==> config.mk <==
export PLATFORM = sky130hd
export DESIGN_NAME = wcrs_top
export DESIGN_NICKNAME = d
export VERILOG_FILES = /design/src/wcrs_pkg.sv /design/src/wcrs_sync.sv /design/src/wcrs_top.sv
export SDC_FILE = /design/constraint.sdc
export NUM_CORES = 1
export LEC_CHECK = 0
export ABC_CLOCK_PERIOD_IN_PS = 1860
export BUFFER_PORTS_ARGS = -buffer_cell sky130_fd_sc_hd__buf_4
export CORE_MARGIN = 1
export CORE_UTILIZATION = 47
export DETAILED_ROUTE_END_ITERATION = 7
export PLACE_DENSITY = 0.8
export SYNTH_ARGS = -nofsm -noshare
export SYNTH_HDL_FRONTEND = slang
export SYNTH_HIERARCHICAL = 1
export SYNTH_SLANG_ARGS = --single-unit
==> constraint.sdc <==
create_clock -name pclk -period 1.86 [get_ports pclk]
set_input_delay 0.093 -clock pclk [delete_from_list [all_inputs] [get_ports pclk]]
set_output_delay 0.093 -clock pclk [all_outputs]
set_load 0.005 [all_outputs]
==> src/wcrs_pkg.sv <==
package wcrs_pkg;

   // register byte addresses
   localparam int ADDR_W = 12;
   localparam logic [11:0] A_WAKE_RECORD = 12'h184;
   localparam logic [11:0] A_WAKE_ENABLE = 12'h188;
   localparam logic [11:0] A_INT_STATUS = 12'h190;
   localparam logic [11:0] A_INT_MASK = 12'h194;
   localparam logic [11:0] A_BUILD_OPTIONS = 12'h3F8;
   localparam logic [11:0] A_MODULE_IDENT = 12'h3FC;

   // wake sources: 0..6 gated by enable, 7 external interrupt, 8 timer
   localparam int WAKE_N_SRC = 9;
   localparam int WAKE_N_ASYNC = 7;
   localparam int WSRC_EXT_INT = 7;
   localparam int WSRC_TIMER = 8;
   localparam int WREC_EXT_INT_POS = 16;
   localparam int WREC_TIMER_POS = 17;
   localparam logic [31:0] WREC_RST = 32'h0000_0000;
   localparam logic [6:0] WAKE_EN_RST = 7'h00;

   // build option field positions
   localparam int BO_EVENT_CLK_POS = 7;
   localparam int BO_BRIDGE_LSB = 0;

   // identification fields; values are arbitrary
   localparam int ID_VERSION_LSB = 0;
   localparam int ID_VARIANT_LSB = 16;
   localparam logic [11:0] ID_VERSION_VAL = 12'h1A5;
   localparam logic [3:0] ID_VARIANT_VAL = 4'h0;

   // interrupt status / mask layout
   localparam int INT_W = 2;
   localparam int INT_WAKE = 0;
   localparam int INT_RESET = 1;
   localparam logic [1:0] INT_RST = 2'b00;

   // reset kinds, one bit each in reset_event
   localparam int RK_N = 8;
   localparam int RK_POWER_ON = 0;
   localparam int RK_PIN = 1;
   localparam int RK_WATCHDOG = 2;
   localparam int RK_BROWNOUT = 3;
   localparam int RK_SUPPLY_MON = 4;
   localparam int RK_CPU_ERROR = 5;
   localparam int RK_DEBUG = 6;
   localparam int RK_SCAN = 7;

   // which reset kinds clear each register group
   localparam logic [7:0] RS_POR_ONLY = 8'h01;
   localparam logic [7:0] RS_ALL = 8'hFF;
   localparam logic [7:0] RS_NOT_WATCHDOG = 8'hFB;
   localparam logic [7:0] RS_NOT_BROWNOUT = 8'hF7;
   localparam logic [7:0] RS_NOT_WDT_DEBUG = 8'hBB;

   typedef struct packed {
      logic async_timer_regs;
      logic osc32k;
      logic rc_calibration;
      logic voltage_calibration;
      logic other_osc_ctrl;
      logic clock_ctrl;
      logic supply_monitor_ctrl;
      logic core_logic;
      logic watchdog_ctrl;
      logic brownout_detector_ctrl;
      logic debug_system;
   } wcrs_scope_s;

   localparam wcrs_scope_s SCOPE_RST = '0;

   typedef enum logic {
      ST_AWAKE,
      ST_ASLEEP
   } wcrs_state_e;

endpackage

==> src/wcrs_sync.sv <==
module wcrs_sync #(
   parameter int WIDTH = 1
) (
   // clock and reset
   input wire logic pclk,
   input wire logic presetn,
   // levels
   input wire logic [WIDTH-1:0] async_in,
   output logic [WIDTH-1:0] sync_out
);

   logic [WIDTH-1:0] meta_q;
   logic [WIDTH-1:0] sync_q;

   always_ff @(posedge pclk or negedge presetn) begin
      if (!presetn) begin
         meta_q <= '0;
         sync_q <= '0;
      end else begin
         meta_q <= async_in;
         sync_q <= meta_q;
      end
   end

   assign sync_out = sync_q;

endmodule

==> src/wcrs_top.sv <==
module wcrs_top
   import wcrs_pkg::*;
#(
   parameter logic EVENT_CLK_PRESENT = 1'b1,
   parameter logic [3:0] BRIDGES_PRESENT = 4'hF
) (
   // clock and reset
   input wire logic pclk,
   input wire logic presetn,
   // apb slave
   input wire logic [ADDR_W-1:0] paddr,
   input wire logic psel,
   input wire logic penable,
   input wire logic pwrite,
   input wire logic [31:0] pwdata,
   input wire logic [3:0] pstrb,
   output logic [31:0] prdata,
   output logic pready,
   output logic pslverr,
   // wake requests from peripherals (asynchronous)
   input wire logic [WAKE_N_SRC-1:0] wake_req_async,
   // sleep control
   input wire logic sleep_enter,
   output logic asleep,
   output logic wake_up,
   // reset events and group resets
   input wire logic [RK_N-1:0] reset_event,
   output wcrs_scope_s scope_reset,
   // interrupt
   output logic irq
);

   logic [WAKE_N_SRC-1:0] wake_req;
   logic [WAKE_N_SRC-1:0] wake_gated;
   logic wake_hit;
   logic any_reset;
   logic setup_ph;
   logic wr_en;
   logic [31:0] rd_word;
   logic rd_err;
   logic [1:0] int_clr;
   logic [1:0] int_set;

   wcrs_state_e state_q;
   wcrs_state_e state_d;
   logic [31:0] wake_record_q;
   logic [6:0] wake_en_q;
   logic [1:0] int_status_q;
   logic [1:0] int_mask_q;
   logic wake_up_q;
   wcrs_scope_s scope_q;
   wcrs_scope_s scope_d;
   logic [31:0] prdata_q;
   logic pslverr_q;
   logic [31:0] wake_record_d;
   logic [6:0] wake_en_d;
   logic [1:0] int_mask_d;
   logic [1:0] int_status_d;
   logic [31:0] prdata_d;
   logic pslverr_d;
   logic hit_wake_enable;
   logic hit_int_status;
   logic hit_int_mask;

   // synchronise the wake request pins
   wcrs_sync #(
      .WIDTH(WAKE_N_SRC)
   ) u_wake_sync (
      .pclk(pclk),
      .presetn(presetn),
      .async_in(wake_req_async),
      .sync_out(wake_req)
   );

   // wake source gating
   always_comb begin
      wake_gated = wake_req;
      wake_gated[WAKE_N_ASYNC-1:0] = wake_req[WAKE_N_ASYNC-1:0] & wake_en_q;
   end

   assign wake_hit = (state_q == ST_ASLEEP) && (|wake_gated);

   // sleep state machine
   always_comb begin
      state_d = state_q;
      unique case (state_q)
         ST_AWAKE: begin
            if (sleep_enter) begin
               state_d = ST_ASLEEP;
            end
         end
         ST_ASLEEP: begin
            if (wake_hit) begin
               state_d = ST_AWAKE;
            end
         end
      endcase
   end

   always_ff @(posedge pclk or negedge presetn) begin
      if (!presetn) begin
         state_q <= ST_AWAKE;
      end else begin
         state_q <= state_d;
      end
   end

   always_ff @(posedge pclk or negedge presetn) begin
      if (!presetn) begin
         wake_up_q <= 1'b0;
      end else begin
         wake_up_q <= wake_hit;
      end
   end

   // latest wake source record, replaced whole on each wake
   always_comb begin
      wake_record_d = wake_record_q;
      if (wake_hit) begin
         wake_record_d = WREC_RST;
         wake_record_d[WAKE_N_ASYNC-1:0] = wake_gated[WAKE_N_ASYNC-1:0];
         wake_record_d[WREC_EXT_INT_POS] = wake_gated[WSRC_EXT_INT];
         wake_record_d[WREC_TIMER_POS] = wake_gated[WSRC_TIMER];
      end
   end

   always_ff @(posedge pclk or negedge presetn) begin
      if (!presetn) begin
         wake_record_q <= WREC_RST;
      end else begin
         wake_record_q <= wake_record_d;
      end
   end

   // reset scope decode
   always_comb begin
      scope_d = SCOPE_RST;
      scope_d.async_timer_regs = |(reset_event & RS_POR_ONLY);
      scope_d.osc32k = |(reset_event & RS_POR_ONLY);
      scope_d.rc_calibration = |(reset_event & RS_POR_ONLY);
      scope_d.voltage_calibration = |(reset_event & RS_POR_ONLY);
      scope_d.other_osc_ctrl = |(reset_event & RS_ALL);
      scope_d.clock_ctrl = |(reset_event & RS_ALL);
      scope_d.supply_monitor_ctrl = |(reset_event & RS_ALL);
      scope_d.core_logic = |(reset_event & RS_ALL);
      scope_d.watchdog_ctrl = |(reset_event & RS_NOT_WATCHDOG);
      scope_d.debug_system = |(reset_event & RS_NOT_WDT_DEBUG);
      scope_d.brownout_detector_ctrl = |(reset_event & RS_NOT_BROWNOUT);
   end

   assign any_reset = |reset_event;

   always_ff @(posedge pclk or negedge presetn) begin
      if (!presetn) begin
         scope_q <= SCOPE_RST;
      end else begin
         scope_q <= scope_d;
      end
   end

   // apb decode
   assign setup_ph = psel && !penable;
   assign wr_en = psel && penable && pwrite;

   // write strobes per register; only byte 0 carries fields
   assign hit_wake_enable = wr_en && (paddr == A_WAKE_ENABLE) && pstrb[0];
   assign hit_int_status = wr_en && (paddr == A_INT_STATUS) && pstrb[0];
   assign hit_int_mask = wr_en && (paddr == A_INT_MASK) && pstrb[0];

   always_comb begin
      rd_word = 32'h0000_0000;
      rd_err = 1'b0;
      unique case (paddr)
         A_WAKE_RECORD: begin
            rd_word = wake_record_q;
         end
         A_WAKE_ENABLE: begin
            rd_word[WAKE_N_ASYNC-1:0] = wake_en_q;
         end
         A_INT_STATUS: begin
            rd_word[INT_W-1:0] = int_status_q;
         end
         A_INT_MASK: begin
            rd_word[INT_W-1:0] = int_mask_q;
         end
         A_BUILD_OPTIONS: begin
            rd_word[BO_EVENT_CLK_POS] = EVENT_CLK_PRESENT;
            rd_word[BO_BRIDGE_LSB +: 4] = BRIDGES_PRESENT;
         end
         A_MODULE_IDENT: begin
            rd_word[ID_VERSION_LSB +: 12] = ID_VERSION_VAL;
            rd_word[ID_VARIANT_LSB +: 4] = ID_VARIANT_VAL;
         end
         default: begin
            rd_err = 1'b1;
         end
      endcase
   end

   // read data and error are captured in the setup cycle
   always_comb begin
      prdata_d = prdata_q;
      pslverr_d = pslverr_q;
      if (setup_ph) begin
         prdata_d = pwrite ? 32'h0000_0000 : rd_word;
         pslverr_d = rd_err;
      end
   end

   always_ff @(posedge pclk or negedge presetn) begin
      if (!presetn) begin
         prdata_q <= 32'h0000_0000;
         pslverr_q <= 1'b0;
      end else begin
         prdata_q <= prdata_d;
         pslverr_q <= pslverr_d;
      end
   end

   // wake enable register
   always_comb begin
      wake_en_d = wake_en_q;
      if (hit_wake_enable) begin
         wake_en_d = pwdata[WAKE_N_ASYNC-1:0];
      end
   end

   always_ff @(posedge pclk or negedge presetn) begin
      if (!presetn) begin
         wake_en_q <= WAKE_EN_RST;
      end else begin
         wake_en_q <= wake_en_d;
      end
   end

   // interrupt mask register
   always_comb begin
      int_mask_d = int_mask_q;
      if (hit_int_mask) begin
         int_mask_d = pwdata[INT_W-1:0];
      end
   end

   always_ff @(posedge pclk or negedge presetn) begin
      if (!presetn) begin
         int_mask_q <= INT_RST;
      end else begin
         int_mask_q <= int_mask_d;
      end
   end

   // sticky status, write one to clear; a new event wins over a clear
   always_comb begin
      int_clr = '0;
      if (hit_int_status) begin
         int_clr = pwdata[INT_W-1:0];
      end
      int_set = '0;
      int_set[INT_WAKE] = wake_hit;
      int_set[INT_RESET] = any_reset;
      int_status_d = (int_status_q & ~int_clr) | int_set;
   end

   always_ff @(posedge pclk or negedge presetn) begin
      if (!presetn) begin
         int_status_q <= INT_RST;
      end else begin
         int_status_q <= int_status_d;
      end
   end

   // outputs
   assign prdata = prdata_q;
   assign pslverr = pslverr_q && psel && penable;
   assign pready = 1'b1;
   assign asleep = (state_q == ST_ASLEEP);
   assign wake_up = wake_up_q;
   assign scope_reset = scope_q;
   assign irq = |(int_status_q & int_mask_q);

endmodule

# After elaboration in Yosys (flattened, before gate mapping)

Cells that the tools add are included.

$add $sub $neg: 0
Multiply operators: 0
Divide/modulo/power cells: 0
Order comparisons: 0
Eq/ne operators: 6
Shift-type cells: 0
Mux-type cells: 12
Bitwise gates (word level): 6
Reduce and logical (&&, ||, !) cells: 21

Operator list:

| kind                   | count |
|---|---|
| $eq A12 B9 Y1 const B  | 4 |
| $eq A12 B10 Y1 const B | 2 |
| $mux W20               | 1 |
| $reduce_or A7 Y1       | 2 |
| $logic_and A1 B1 Y1    | 12 |
| $pmux W2 S6            | 1 |
| $reduce_or A6 Y1       | 2 |
| $pmux W3 S3            | 1 |
| $reduce_or A9 Y1       | 1 |
| $pmux W2 S4            | 1 |
| $reduce_or A8 Y1       | 1 |
| $and A7 B7 Y7          | 1 |
| $mux W1                | 5 |
| $and A2 B2 Y2          | 2 |
| $mux W2                | 2 |
| $reduce_or A2 Y1       | 2 |
| $not A2 Y2             | 1 |
| $or A2 B2 Y2           | 1 |
| $pmux W1 S2            | 1 |
| $logic_not A1 Y1       | 1 |
| $not A1 Y1             | 1 |

Flip-flop bits (word level): 78
Latch bits: 0
RAM bits: 0
Bits in read-only memories: 0
Bits of input ports: 71
Word-level logic and storage cells: 60
Memories kept: 0

# Longest topological paths before layout

Word-level depth: 8
Gate-level depth with buffers: 5

# By module

Netlist, hierarchy kept.

By module, submodules not included:

| module    | instances | cells each | area each (um^2) |
|---|---|---|---|
| wcrs_top  | 1         | 192        | 2,162.1 |
| wcrs_sync | 1         | 18         | 450.4 |

# Least setup slack after synthesis

Ideal clock, no wire load.

Path type: register -> register
From: register wake_en_q[4]
To: register wake_record_q[17]
Setup time: 0.125 ns
Arrival: 1.512 ns
Data required time: 1.735 ns
Slack: 0.224 ns
Stages on the path, launching flop included: 6
Path buffers: 1
Path through: dfrtp_1 > nand2_1 > nand2_1 > o41ai_2 > buf_2 > mux2_2

Longest elaborated chain between the ends: 3

RTL lines:

| what                   | line            | RTL |
|---|---|---|
| start, declared        | wcrs_top.sv:47  | `logic [6:0] wake_en_q;` |
| start signal, assigned | wcrs_top.sv:232 | `wake_en_q <= wake_en_d;` |
| $and A7 B7 Y7          | wcrs_top.sv:78  | `wake_gated[WAKE_N_ASYNC-1:0] = wake_req[WAKE_N_ASYNC-1:0] & wake_en_q;` |
| $reduce_or A9 Y1       | wcrs_top.sv:81  | `assign wake_hit = (state_q == ST_ASLEEP) && (\|wake_gated);` |
| $logic_and A1 B1 Y1    | wcrs_top.sv:81  |  |
| end signal, assigned   | wcrs_top.sv:131 | `wake_record_q <= wake_record_d;` |
| end, declared          | wcrs_top.sv:46  | `logic [31:0] wake_record_q;` |

Every way passes these cells.
A chain may end at the register's enable or synchronous reset.

# Worst setup path in the final report

From: input port reset_event[0]
To: register int_status_q[1]

Longest elaborated chain between the ends: 2

RTL lines:

| what                 | line            | RTL |
|---|---|---|
| start, declared      | wcrs_top.sv:27  | `input wire logic [RK_N-1:0] reset_event,` |
| $reduce_or A8 Y1     | wcrs_top.sv:151 | `assign any_reset = \|reset_event;` |
| via any_reset        | wcrs_top.sv:36  | `logic any_reset;` |
| $or A2 B2 Y2         | wcrs_top.sv:261 | `int_status_d = (int_status_q & ~int_clr) \| int_set;` |
| via int_status_d[1]  | wcrs_top.sv:58  | `logic [1:0] int_status_d;` |
| end signal, assigned | wcrs_top.sv:268 | `int_status_q <= int_status_d;` |
| end, declared        | wcrs_top.sv:48  | `logic [1:0] int_status_q;` |

The timed path passes the listed nets, and every way through them passes these cells.

==> impl_metrics.py <==
metrics = {
    "global_route": {
        "grt_antenna_before_repair": 0,
        "grt.overflow.total": 0,
        "grt_pass1_vias": 1846,
        "grt_pass1_wl_um": 8660,
        "grt_max_degree": 58,
        "grtUsageTotal_pct": 19.1,
    },
    "detailed_routing": {
        "drt_wl_total_um": 5210,
        "wl_met1_um": 2300,
        "routedWlPerCell_um": 13.7,
        "drc": 0,
        "highest_layer": "met4",
        "route.met2.wl_um": 2500,
        "drt-vias-per-instance": 4.96,
        "wl_met3_um": 310,
        "vias": 1886,
        "first_pass_iters": 4,
        "ant_nets": 0,
        "drt-initial-drc-count": 116,
    },
    "synth": {
        "yosysUniqueCellTypes": 54,
        "netlist_instances": 210,
        "synth_commonest_cells": "dfrtp_1 (57), buf_4 (28), nand2_1 (14)",
        "post-synth-top-area-cell": "dfrtp_1",
        "synth_enable_flop_cells": 0,
        "synthTopCellsByArea": "dfrtp_1 (55%), buf_4 (8.0%), mux2_2 (4.7%), nand2_1 (2.0%), a22o_1 (1.7%)",
        "synth_top_area_share_pct": 54.6,
        "yosysWarnings": 6,
        "seq_area_frac_synth_pct": 54.6,
        "async_flop_share_pct": 100,
        "syn-mean-instance-area_um2": 12.4,
        "ys_ff_latch": 57,
        "syn-cell-area_um2": 2610,
        "synth_ff_type": "dfrtp_1",
        "synth_most_common_cell": "dfrtp_1",
    },
    "clock_tree": {
        "postCtsSetupBuffers": 0,
        "cts_num_sinks": 57,
        "clock_latency_ns": 0.34,
        "clockBufferDepth": 2,
        "cts_buffers": 9,
        "clock_tree.htree_level_count": 3,
        "root_buffer": "clkbuf_8",
        "clk_pin_slew_ns": 0.06,
        "cts_tree": "built",
    },
    "final_layout": {
        "stdcell_area_um2": 3520,
        "n_fill_cell": 396,
        "antenna_cells": 0,
        "multiInputGateArea_um2": 1010,
        "fin_nets": 376,
        "seqCellArea_um2": 1430,
        "fin_util_pct": 67.2,
        "synthToLayoutAreaGrowth_pct": 34.7,
        "layout-drive-gt1-share_pct": 37.7,
    },
    "run_status": {
        "outcome": "complete, no violations",
    },
    "floorplanning": {
        "core-area_um2": 5240,
        "start_util_pct": 49.9,
        "die_h_um": 76.6,
        "die_area_um2": 5860,
        "die_x_um": 76.6,
        "io_pins": 119,
        "fp-row-count": 26,
    },
    "power": {
        "p_leak_nw": 1.65,
        "pwr_density_cell_nw_per_um2": 759,
        "power.total_mw": 2.67,
        "irDropWorstVdd_mv": 0.809,
    },
    "critical_path": {
        "rr_endpoint": "wake_record_q[17]",
        "crit_required_ns": 2.09,
        "startpoint": "reset_event[0]",
        "critPathCapture": "int_status_q[1]",
        "worstPathMaxFanout": 3,
        "r2r-start": "wake_en_q[4]",
        "r2r_cells": 5,
        "worst_setup_path_start_kind": "input pin",
        "crit_type": "in2reg",
        "r2r_slack_ns": 0.16,
        "end_kind": "flop",
        "arrival_ns": 1.93,
    },
    "placed_design": {
        "gp_congestion": 0.825,
        "io_buffer_count": 68,
        "placed_area_um2": 3090,
        "dpl.hpwl_um": 3510,
    },
    "sta": {
        "min_period_over_period_pct": 91.3,
        "grt_setup_unrepaired": "no",
        "setup_viol": 0,
        "finClkSkew_ns": 0.00825,
        "slew_violations": 0,
        "whs_ns": 0.0744,
        "slew_headroom_pct": 54.2,
        "tns_ns": 0,
        "worst-slew-pin-transition_ns": 0.687,
        "period_needed_ns": 1.70,
        "hold_viol_final": 0,
        "fmax_ghz": 0.589,
    },
    "job": {
        "maxCapViolCount": 0,
    },
    "min_path": {
        "hold_depth": 4,
        "hold_class": "in2reg",
    },
}
## cells in the final DEF (no fill, tap or decap), types with 3 or more instances in the layout
cell / n
buf_4: 73
and2_1: 3
nor4bb_1: 3
mux2_1: 3
inv_1: 6
a21oi_1: 3
nand4_1: 4
nor3b_2: 3
mux2i_1: 4
dlygate4sd3_1: 24
o21ai_0: 4
dfrtp_1: 57
a221o_1: 4
nand3_1: 4
a22o_1: 5
nand2b_1: 3
conb_1: 22
clkbuf_8: 10
nand2_1: 14
a32o_1: 4
mux2_2: 11
## worst min path at each step
stage | from | end | slack (ns)
after floorplan | presetn | asleep | -0.20
after global routing | reset_event[7] | scope_reset[0] | 0.12
final | reset_event[7] | scope_reset[1] | 0.07
after detailed placement | presetn | pslverr_q | 0.18
after global placement | presetn | prdata[0] | 0.18
after CTS | reset_event[7] | scope_reset[0] | 0.07
## final cells by class
cell class / instances / share of cell area, %
sequential: 57 / 40.5
clock inverter: 6 / 1.21
timing repair buffer: 97 / 22.4
tap: 70 / 2.49
inverter: 6 / 0.640
clock buffer: 10 / 3.91
multi-input combinational: 134 / 28.8
## through the flow
step,cells,setup WS [ns]
floorplan,230,0.224
global placement,340,0.191
detailed placement,340,0.145
CTS,381,0.0974
global route,380,0.0244
finish,380,0.161
## repair_timing
item                                    in CTS  in global routing
endpoints found under the setup margin       0                  2
hold endpoints to repair                    80                  0
resized for setup                            0                  2
hold buffers                                25                  0
## metal layers
layer | up-vias | GRT usage (%)
met2 | 86 | 31.2
li1 | 904 | -
met4 | 0 | 7.31
met1 | 884 | 23.8
met3 | 12 | 5.87
met5 | - | 0
## kinds of logic after synthesis
kind of cell / synth area share, %
and+or+nand+nor: 17.9
buffers and inverters: 9.72
AOI/OAI and AO/OA: 9.91
DFF: 54.6
muxes: 7.57
other: 0.287
## registers in the layout, summed over array words and instances (netlist names), 2 cells and up
register,count
wake_en_q,7
int_mask_q,2
prdata,11
int_status_q,2
scope_reset,5
u_wake_sync/sync_out,9
u_wake_sync/meta_q,9
wake_record_q,9
## critical path: stages
cell	delay, ns
dlygate4sd3_1	0.54
buf_4	0.14
or4_4	0.54
nor3_1	0.32
nand2_1	0.13
a21o_1	0.16
## power by group
part / internal (mW) / switching [mW]
Sequential: 1.29 / 0.0336
Combinational: 0.175 / 0.139
Clock: 0.520 / 0.512
Total: 1.98 / 0.685
(Power assumes the default switching activity.)
